`config.mk`:
```
export PLATFORM = sky130hd
export DESIGN_NAME = ddl_load_ctrl
export DESIGN_NICKNAME = d
export VERILOG_FILES = /design/src/include/ddl_pkg.sv /design/src/hdl/ddl_load_ctrl.sv /design/src/hdl/ddl_edge_sync.sv /design/src/hdl/ddl_chan_out.sv
export SDC_FILE = /design/constraint.sdc
export NUM_CORES = 1
export LEC_CHECK = 0
export ABC_AREA = 0
export BUFFER_PORTS_ARGS = -buffer_cell sky130_fd_sc_hd__buf_2
export CORE_UTILIZATION = 59
export CTS_CLUSTER_DIAMETER = 40
export DETAILED_ROUTE_END_ITERATION = 10
export MAX_ROUTING_LAYER = met4
export PLACE_DENSITY = 0.78
export RECOVER_POWER = 25
export SYNTH_ARGS = -nofsm -noshare
export SYNTH_HDL_FRONTEND = slang
export SYNTH_SLANG_ARGS = --single-unit
```
`constraint.sdc`:
```
create_clock -name clock -period 1.9 [get_ports clock]
set_input_delay 0.285 -clock clock [delete_from_list [all_inputs] [get_ports clock]]
set_output_delay 0.285 -clock clock [all_outputs]
set_load 0.02 [all_outputs]
```
`src/include/ddl_pkg.sv`:
```
// Constants and carrier types shared by the DAC double-buffer load control block
package ddl_pkg;

  // Sizes
  localparam int DDL_NUM_CHAN = 8;
  localparam int DDL_CODE_W   = 12;
  localparam int DDL_ADDR_W   = 4;
  localparam int DDL_DATA_W   = 16;

  // Register offsets (word index on the register port)
  localparam logic [DDL_ADDR_W-1:0] DDL_OFF_DATA0 = 4'h0;
  localparam logic [DDL_ADDR_W-1:0] DDL_OFF_CFG   = 4'h8;
  localparam logic [DDL_ADDR_W-1:0] DDL_OFF_LOAD  = 4'h9;
  localparam logic [DDL_ADDR_W-1:0] DDL_OFF_PWR   = 4'hA;
  localparam logic [DDL_ADDR_W-1:0] DDL_OFF_REF   = 4'hB;
  localparam logic [DDL_ADDR_W-1:0] DDL_OFF_STAT  = 4'hC;
  localparam logic [DDL_ADDR_W-1:0] DDL_OFF_LCNT  = 4'hD;

  // Field positions
  localparam int DDL_CFG_SYNC_LSB = 0;
  localparam int DDL_CFG_GAIN_LSB = 8;
  localparam int DDL_PWR_EN_LSB   = 0;
  localparam int DDL_REF_SRC_BIT  = 0;
  localparam int DDL_REF_LVL_BIT  = 1;
  localparam int DDL_STAT_PEND_LSB = 0;
  localparam int DDL_STAT_PIN_BIT  = 8;

  // Magic value that raises the internal load strobe
  localparam logic [DDL_DATA_W-1:0] DDL_LOAD_MAGIC = 16'hBB00;

  // Reset values
  localparam logic [DDL_CODE_W-1:0] DDL_CODE_RST = 12'h000;
  localparam logic [DDL_NUM_CHAN-1:0] DDL_SEL_RST = 8'h00;
  localparam logic [DDL_DATA_W-1:0] DDL_WORD_RST = 16'h0000;
  localparam logic DDL_REF_RST = 1'b0;

  // One register port request
  typedef struct packed {
    logic [DDL_ADDR_W-1:0] addr;
    logic [DDL_DATA_W-1:0] wdata;
    logic                  wr;
    logic                  rd;
  } ddl_bus_req_type;

  // One channel's drive toward the analog converter
  typedef struct packed {
    logic [DDL_CODE_W-1:0] code;
    logic                  gain_x2;
    logic                  active;
  } ddl_chan_out_type;

endpackage

```
`src/hdl/ddl_load_ctrl.sv`:
```
// Top of the DAC double-buffer load control: registers, load events, channel latches
//
// Strobed register access and the register offsets were decided locally.
module ddl_load_ctrl
#(
  parameter int NUM_CHAN = ddl_pkg::DDL_NUM_CHAN
)
(
  // System
  input  wire logic                                   clock,
  input  wire logic                                   nrst,
  // Register port
  input  ddl_pkg::ddl_bus_req_type                    bus_req,
  output logic [ddl_pkg::DDL_DATA_W-1:0]              rdata,
  // External load pin
  input  wire logic                                   ext_load_pin,
  // Converter side
  output ddl_pkg::ddl_chan_out_type [NUM_CHAN-1:0]    chan_out,
  output logic                                        ref_source_sel,
  output logic                                        ref_level_sel
);
  import ddl_pkg::*;

  // Channel index is three bits and field slots are eight wide
  if (NUM_CHAN < 1 || NUM_CHAN > DDL_NUM_CHAN)
  begin : g_bad_chan
    $error("NUM_CHAN must lie between 1 and 8");
  end

  // Control and status registers
  logic [NUM_CHAN-1:0]   sync_load_sel_ff;
  logic [NUM_CHAN-1:0]   out_gain_sel_ff;
  logic [NUM_CHAN-1:0]   chan_power_en_ff;
  logic                  ref_source_sel_ff;
  logic                  ref_level_sel_ff;
  logic                  int_load_strobe_ff;
  logic [DDL_DATA_W-1:0] load_cnt_ff;
  logic [DDL_DATA_W-1:0] rdata_ff;

  logic [NUM_CHAN-1:0]   nxt_sync_load_sel;
  logic [NUM_CHAN-1:0]   nxt_out_gain_sel;
  logic [NUM_CHAN-1:0]   nxt_chan_power_en;
  logic                  nxt_ref_source_sel;
  logic                  nxt_ref_level_sel;
  logic                  nxt_int_load_strobe;
  logic [DDL_DATA_W-1:0] nxt_load_cnt;
  logic [DDL_DATA_W-1:0] nxt_rdata;

  // Double buffer per channel
  logic [DDL_CODE_W-1:0] in_reg_ff   [NUM_CHAN];
  logic [DDL_CODE_W-1:0] latch_ff    [NUM_CHAN];
  logic [DDL_CODE_W-1:0] nxt_in_reg  [NUM_CHAN];
  logic [DDL_CODE_W-1:0] nxt_latch   [NUM_CHAN];
  logic [NUM_CHAN-1:0]   pending;

  // Load pin after synchronisation
  logic                  pin_level;
  logic                  ext_rise;
  logic                  load_event;

  // Address decode
  wire  [DDL_ADDR_W-1:0] addr      = bus_req.addr;
  wire  [DDL_DATA_W-1:0] wdata     = bus_req.wdata;
  wire  [2:0]            chan_idx  = addr[2:0];
  wire                   chan_hit  = (addr[3] == DDL_OFF_DATA0[3])
                                     && ({1'b0, chan_idx} < 4'(NUM_CHAN));
  wire                   wr_data   = bus_req.wr && chan_hit;
  wire                   wr_cfg    = bus_req.wr && (addr == DDL_OFF_CFG);
  wire                   wr_load   = bus_req.wr && (addr == DDL_OFF_LOAD);
  wire                   wr_pwr    = bus_req.wr && (addr == DDL_OFF_PWR);
  wire                   wr_ref    = bus_req.wr && (addr == DDL_OFF_REF);
  wire                   wr_magic  = wr_load && (wdata == DDL_LOAD_MAGIC);

  // Load pin crosses into the clock domain before any use
  ddl_edge_sync u_pin_sync
  (
    .clock (clock),
    .nrst  (nrst),
    .din   (ext_load_pin),
    .level (pin_level),
    .rise  (ext_rise)
  );

  // Any other value written to the load register is ignored
  assign nxt_int_load_strobe = wr_magic;
  assign load_event          = int_load_strobe_ff | ext_rise;

  assign nxt_sync_load_sel  = wr_cfg ? wdata[DDL_CFG_SYNC_LSB +: NUM_CHAN]
                                     : sync_load_sel_ff;
  assign nxt_out_gain_sel   = wr_cfg ? wdata[DDL_CFG_GAIN_LSB +: NUM_CHAN]
                                     : out_gain_sel_ff;
  assign nxt_chan_power_en  = wr_pwr ? wdata[DDL_PWR_EN_LSB +: NUM_CHAN]
                                     : chan_power_en_ff;
  assign nxt_ref_source_sel = wr_ref ? wdata[DDL_REF_SRC_BIT] : ref_source_sel_ff;
  assign nxt_ref_level_sel  = wr_ref ? wdata[DDL_REF_LVL_BIT] : ref_level_sel_ff;
  // Counter wraps; it only helps software see that loads arrived
  assign nxt_load_cnt       = load_event ? load_cnt_ff + 16'h0001 : load_cnt_ff;

  // One double buffer and output stage per channel
  for (genvar i = 0; i < NUM_CHAN; i++)
  begin : g_chan
    wire wr_this = wr_data && (chan_idx == 3'(i));
    wire direct  = !sync_load_sel_ff[i] && wr_this;
    wire synced  = sync_load_sel_ff[i] && load_event;

    assign nxt_in_reg[i] = wr_this ? wdata[DDL_CODE_W-1:0] : in_reg_ff[i];
    // A load landing with a write takes the value held before that write
    assign nxt_latch[i]  = direct ? wdata[DDL_CODE_W-1:0]
                         : synced ? in_reg_ff[i]
                         : latch_ff[i];
    assign pending[i]    = (in_reg_ff[i] != latch_ff[i]);

    always_ff @(posedge clock or negedge nrst)
    begin
      if (!nrst)
      begin
        in_reg_ff[i] <= DDL_CODE_RST;
        latch_ff[i]  <= DDL_CODE_RST;
      end
      else
      begin
        in_reg_ff[i] <= nxt_in_reg[i];
        latch_ff[i]  <= nxt_latch[i];
      end
    end

    // Output follows the latch only, and only while the channel is up
    ddl_chan_out u_out
    (
      .clock         (clock),
      .nrst          (nrst),
      .latch_code    (latch_ff[i]),
      .out_gain_sel  (out_gain_sel_ff[i]),
      .chan_power_en (chan_power_en_ff[i]),
      .chan_out      (chan_out[i])
    );
  end

  // Read selection; unmapped and unused locations read as zero
  wire [DDL_DATA_W-1:0] rd_chan = chan_hit
                                  ? 16'(latch_ff[chan_idx]) : DDL_WORD_RST;
  wire [DDL_DATA_W-1:0] rd_cfg  = {8'(out_gain_sel_ff), 8'(sync_load_sel_ff)};
  wire [DDL_DATA_W-1:0] rd_pwr  = 16'(chan_power_en_ff);
  wire [DDL_DATA_W-1:0] rd_ref  = {14'h0000, ref_level_sel_ff, ref_source_sel_ff};
  wire [DDL_DATA_W-1:0] rd_stat = {7'h00, pin_level, 8'(pending)};
  wire [DDL_DATA_W-1:0] rd_sel  = chan_hit               ? rd_chan
                                : (addr == DDL_OFF_CFG)  ? rd_cfg
                                : (addr == DDL_OFF_PWR)  ? rd_pwr
                                : (addr == DDL_OFF_REF)  ? rd_ref
                                : (addr == DDL_OFF_STAT) ? rd_stat
                                : (addr == DDL_OFF_LCNT) ? load_cnt_ff
                                : DDL_WORD_RST;
  // Read data stands only in the cycle after the strobe
  assign nxt_rdata = bus_req.rd ? rd_sel : DDL_WORD_RST;

  always_ff @(posedge clock or negedge nrst)
  begin
    if (!nrst)
    begin
      sync_load_sel_ff   <= DDL_SEL_RST[NUM_CHAN-1:0];
      out_gain_sel_ff    <= DDL_SEL_RST[NUM_CHAN-1:0];
      chan_power_en_ff   <= DDL_SEL_RST[NUM_CHAN-1:0];
      ref_source_sel_ff  <= DDL_REF_RST;
      ref_level_sel_ff   <= DDL_REF_RST;
      int_load_strobe_ff <= 1'b0;
      load_cnt_ff        <= DDL_WORD_RST;
      rdata_ff           <= DDL_WORD_RST;
    end
    else
    begin
      sync_load_sel_ff   <= nxt_sync_load_sel;
      out_gain_sel_ff    <= nxt_out_gain_sel;
      chan_power_en_ff   <= nxt_chan_power_en;
      ref_source_sel_ff  <= nxt_ref_source_sel;
      ref_level_sel_ff   <= nxt_ref_level_sel;
      int_load_strobe_ff <= nxt_int_load_strobe;
      load_cnt_ff        <= nxt_load_cnt;
      rdata_ff           <= nxt_rdata;
    end
  end

  assign rdata          = rdata_ff;
  assign ref_source_sel = ref_source_sel_ff;
  assign ref_level_sel  = ref_level_sel_ff;

endmodule

```
`src/hdl/ddl_edge_sync.sv`:
```
// Two-stage synchroniser with rising-edge pulse for the external load pin
module ddl_edge_sync
(
  // System
  input  wire logic clock,
  input  wire logic nrst,
  // Asynchronous input
  input  wire logic din,
  // Synchronised results
  output logic      level,
  output logic      rise
);
  import ddl_pkg::*;

  logic meta_ff;
  logic sync_ff;
  logic last_ff;
  logic rise_ff;
  logic nxt_rise;

  // Edge taken from second and third stage only; the first stage is never read here
  assign nxt_rise = sync_ff & ~last_ff;

  always_ff @(posedge clock or negedge nrst)
  begin
    if (!nrst)
    begin
      meta_ff <= 1'b0;
      sync_ff <= 1'b0;
      last_ff <= 1'b0;
      rise_ff <= 1'b0;
    end
    else
    begin
      meta_ff <= din;
      sync_ff <= meta_ff;
      last_ff <= sync_ff;
      rise_ff <= nxt_rise;
    end
  end

  assign level = sync_ff;
  assign rise  = rise_ff;

endmodule

```
`src/hdl/ddl_chan_out.sv`:
```
// Output stage of one channel: follows the latch only while powered up
module ddl_chan_out
(
  // System
  input  wire logic                      clock,
  input  wire logic                      nrst,
  // Channel state
  input  wire logic [ddl_pkg::DDL_CODE_W-1:0] latch_code,
  input  wire logic                      out_gain_sel,
  input  wire logic                      chan_power_en,
  // Toward the converter
  output ddl_pkg::ddl_chan_out_type      chan_out
);
  import ddl_pkg::*;

  ddl_chan_out_type out_ff;
  ddl_chan_out_type nxt_out;

  // Powered down: buffer grounded, code and gain frozen until power returns
  assign nxt_out.code    = chan_power_en ? latch_code : out_ff.code;
  assign nxt_out.gain_x2 = chan_power_en ? out_gain_sel : out_ff.gain_x2;
  assign nxt_out.active  = chan_power_en;

  always_ff @(posedge clock or negedge nrst)
  begin
    if (!nrst)
    begin
      out_ff <= '{code: DDL_CODE_RST, gain_x2: 1'b0, active: 1'b0};
    end
    else
    begin
      out_ff <= nxt_out;
    end
  end

  assign chan_out = out_ff;

endmodule

```
==> impl_metrics.py <==
metrics = {
    "status": {
        "status": "finished clean",
    },
    "cts": {
        "clock-sinks": 367,
        "max-clock-path-buffers": 3,
        "cts_buffers": 47,
        "cts_tree": "done",
        "htree_levels": 2,
        "clk_latency_ns": 0.54,
        "cts_root_buf": "clkbuf_16",
        "postCtsSetupBuffers": 0,
        "cts.clk_slew.worst_paths_ns": 0.05,
    },
    "sta": {
        "finalSetupViolCount": 0,
        "hold_ws_ns": 0.02752,
        "fin_crit_sh": 0.9566,
        "hold_viol": 0,
        "setup_ws_ns": 0.08239,
        "slew_headroom": 0.3652,
        "max_freq_ghz": 0.5502,
        "maxSlewViolCount": 0,
        "post-route-min-period_ns": 1.818,
        "worst_pin_slew_ns": 0.9522,
        "rsz0062_at_grt": "no",
        "finClkSkew_ns": 0.01085,
    },
    "pwr": {
        "leakage_nw": 9.479,
        "p_sw_frac": 0.3446,
        "p_clk_frac": 0.298,
        "power_density_nw_per_um2": 1566,
        "switchingPower_mw": 10.64,
        "ir_drop_uv": 1103,
        "comb_power_share": 0.264,
        "pwr-share-seq": 0.438,
        "intPower_mw": 20.23,
    },
    "placement": {
        "dpl_worst_slack_ns": -0.1620,
        "io_buffers": 154,
        "gp_congestion": 0.9449,
        "dp_hpwl_um": 31390,
    },
    "worst_setup_path": {
        "start_kind": "flop",
        "cp_num_buf_inv": 1,
        "path_class": "flop to flop",
        "cp.arrival_ns": 2.25,
        "crit_path_top_delay_cell": "dfrtp_1",
        "worstPathRequired_ns": 2.33,
        "path_delay_family": "simple AND/OR/NAND/NOR gates",
        "slowest_delay_ns": 0.44,
        "worstSetupEndpointType": "flop",
        "crit_path_max_fanout": 4,
        "path_cells": "xnor2_1, nand4_1, nor4_2, a41o_1, o311ai_1, buf_4",
    },
    "floorplanning": {
        "die-area_sq_um": 28650,
        "die_y_um": 169.3,
        "coreArea_sq_um": 27180,
        "rows": 60,
        "die_w_um": 169.3,
        "io_pins": 155,
        "initial_core_util": 0.6074,
    },
    "logic_synthesis": {
        "ys_seq_elements": 367,
        "seq_area_frac_synth": 0.5564,
        "synthFlopType": "dfrtp_1",
        "synth_top_area_frac": 0.5564,
        "yosys_warnings": 0,
        "synth_cells": 1305,
        "syn_nets": 1331,
        "syn_avg_cell_area_sq_um": 12.65,
        "synthTopCellsByArea": "dfrtp_1 (56%), mux2_2 (15%), xor2_1 (4.5%)",
        "syn-cell-area_sq_um": 16510,
        "yosysTopAreaCell": "dfrtp_1",
        "synth_edf_count": 0,
        "async_flop_share": 1.000,
        "synthDistinctLibCells": 49,
    },
    "drt": {
        "ant_nets": 0,
        "routedWlPerCell_um": 23.91,
        "viasPerCell": 6.262,
        "post-route-drc-count": 0,
        "vias": 12011,
        "routed_wirelength_um": 45860,
        "first_pass_iters": 6,
        "drt-initial-drc-count": 1195,
    },
    "layout": {
        "syn_to_final_growth_pct": 19.40,
        "nFillCells": 1840,
        "final_cell_mix": "dfrtp_1 (367), mux2_2 (223), buf_2 (153)",
        "final_layout_size_suffix_gt1_frac": 0.3769,
        "seq_area_sq_um": 9184,
        "layout_commonest_cell": "dfrtp_1",
        "num-nets-final": 1533,
        "final_util": 0.7252,
        "multi_input_area_sq_um": 6864,
    },
    "job": {
        "drv_cap": 0,
    },
    "global_route": {
        "antenna_found_initial": 2,
        "use_met1": 0.4932,
        "grt_pass1_wl_um": 71750,
        "grt_pass1_vias": 11847,
        "gr-total-overflow": 0,
        "grt_util_met3": 0.06227,
        "met2_usage": 0.4899,
        "grt_max_degree": 63,
        "grt.busiest_layer": "met1",
        "grt.total_usage": 0.3418,
    },
    "min_path": {
        "hp-class": "input pin to flop",
    },
}
-- per-stage QoR --
stage / TNS [ns] / total power, mW / instances / area (sq um)
after floorplan: 0 / 18.08 / 1305 / 16510
after global placement: -0.9416 / 21.26 / 1826 / 18110
after detailed placement: -2.109 / 21.59 / 1826 / 18110
after CTS: 0 / 30.93 / 1916 / 19800
after global routing: 0 / 32.19 / 1918 / 19710
final: 0 / 30.87 / 1918 / 19710
-- power groups by stage --
| stage | Combinational, mW | Sequential, mW | Clock (mW) |
|---|---|---|---|
| after detailed placement | 8.08 | 13.5 | 0 |
| after global routing | 8.79 | 13.8 | 9.59 |
| after global placement | 7.85 | 13.4 | 0 |
| final | 8.14 | 13.5 | 9.20 |
| after floorplan | 4.55 | 13.5 | 0 |
| after CTS | 8.20 | 13.4 | 9.30 |
-- kinds of logic (layout without fill, tap and decap cells) --
group           after synthesis  count (layout)  synth area share
simple gates                295             295           0.08944
buf+inv                     104             343           0.02767
xor+xnor                    111             111           0.05890
mux                         268             268            0.1961
flops                       367             367            0.5564
fa+ha+maj                     1               1         0.0007579
other cells                   0               2                 0
compound gates              159             159           0.07080
-- sequential cells by signal, indices dropped and copies added, names as in the netlist --
register,cells
u_pin_sync.last_ff,1
load_cnt_ff,16
ref_source_sel,1
latch_ff,96
chan_power_en_ff,8
u_pin_sync.level,1
rdata,16
out_gain_sel_ff,8
u_pin_sync.rise,1
sync_load_sel_ff,8
int_load_strobe_ff,1
g_chan.u_out.chan_out,112
ref_level_sel,1
u_pin_sync.meta_ff,1
in_reg_ff,96
-- cell type report --
class	instances	share of cell area
clock buffers	60	0.06571
diodes	2	0.0002539
repair buffers	249	0.07732
well taps	372	0.02362
inverters	8	0.001524
multi-input cells	834	0.3483
flip-flops and latches	367	0.4660
clock inverters	26	0.01733
-- layer usage --
| metal | wire [um] | part of all wire | up-vias |
|---|---|---|---|
| li1 | - | - | 5117 |
| met1 | 19080 | 0.42 | 6073 |
| met2 | 20510 | 0.45 | 706 |
| met3 | 4856 | 0.11 | 115 |
| met4 | 1416 | 0.031 | 0 |
| met5 | 0 | 0 | - |
-- path summary, 6_finish.rpt --
path,startpoint,endpoint,slack (ns),cells past startpoint
max,latch_ff[83],rdata[1],0.08,6
min in group asynchronous,nrst,latch_ff[95],0.24,2
min reg2reg,u_pin_sync.meta_ff,u_pin_sync.level,0.38,0
min,bus_req[15],out_gain_sel_ff[5],0.03,2
max in group asynchronous,nrst,latch_ff[19],0.44,3
max reg2reg,latch_ff[83],rdata[1],0.08,6
-- worst register-to-register path: cells and delay by family (launching register included) --
family	cells	cell delay, ns
buf+inv	1	0.18
xor+xnor	1	0.24
compound gates	2	0.40
simple gates	2	0.45
flops	1	0.44
-- repair_timing --
item | in CTS | in global routing
hold endpoints to repair | 42 | 0
hold buffers | 4 | 0
setup endpoints to repair | 6 | 1
pin swaps | 0 | 1
resized for setup | 2 | 1
-- synth_stat cells (4+ instances only) --
cell and n:
nor2b_1 5, nand3_1 14, o21ai_0 30, nor3_2 6
a32oi_1 5, nand2_1 126, nor4_1 22, mux2_2 223
buf_1 8, nand2b_1 10, o22ai_1 7, a22oi_1 44
xor2_1 84, dfrtp_1 367, xnor2_1 27, inv_1 8
mux4_2 22, mux2i_1 23, clkbuf_1 58, nor2_1 33
and3_1 42, buf_2 20, nand4_1 10, nor3_1 5
a221o_1 40, buf_4 9, a21oi_1 24, nor2_2 4
(Power assumes the default switching activity.)
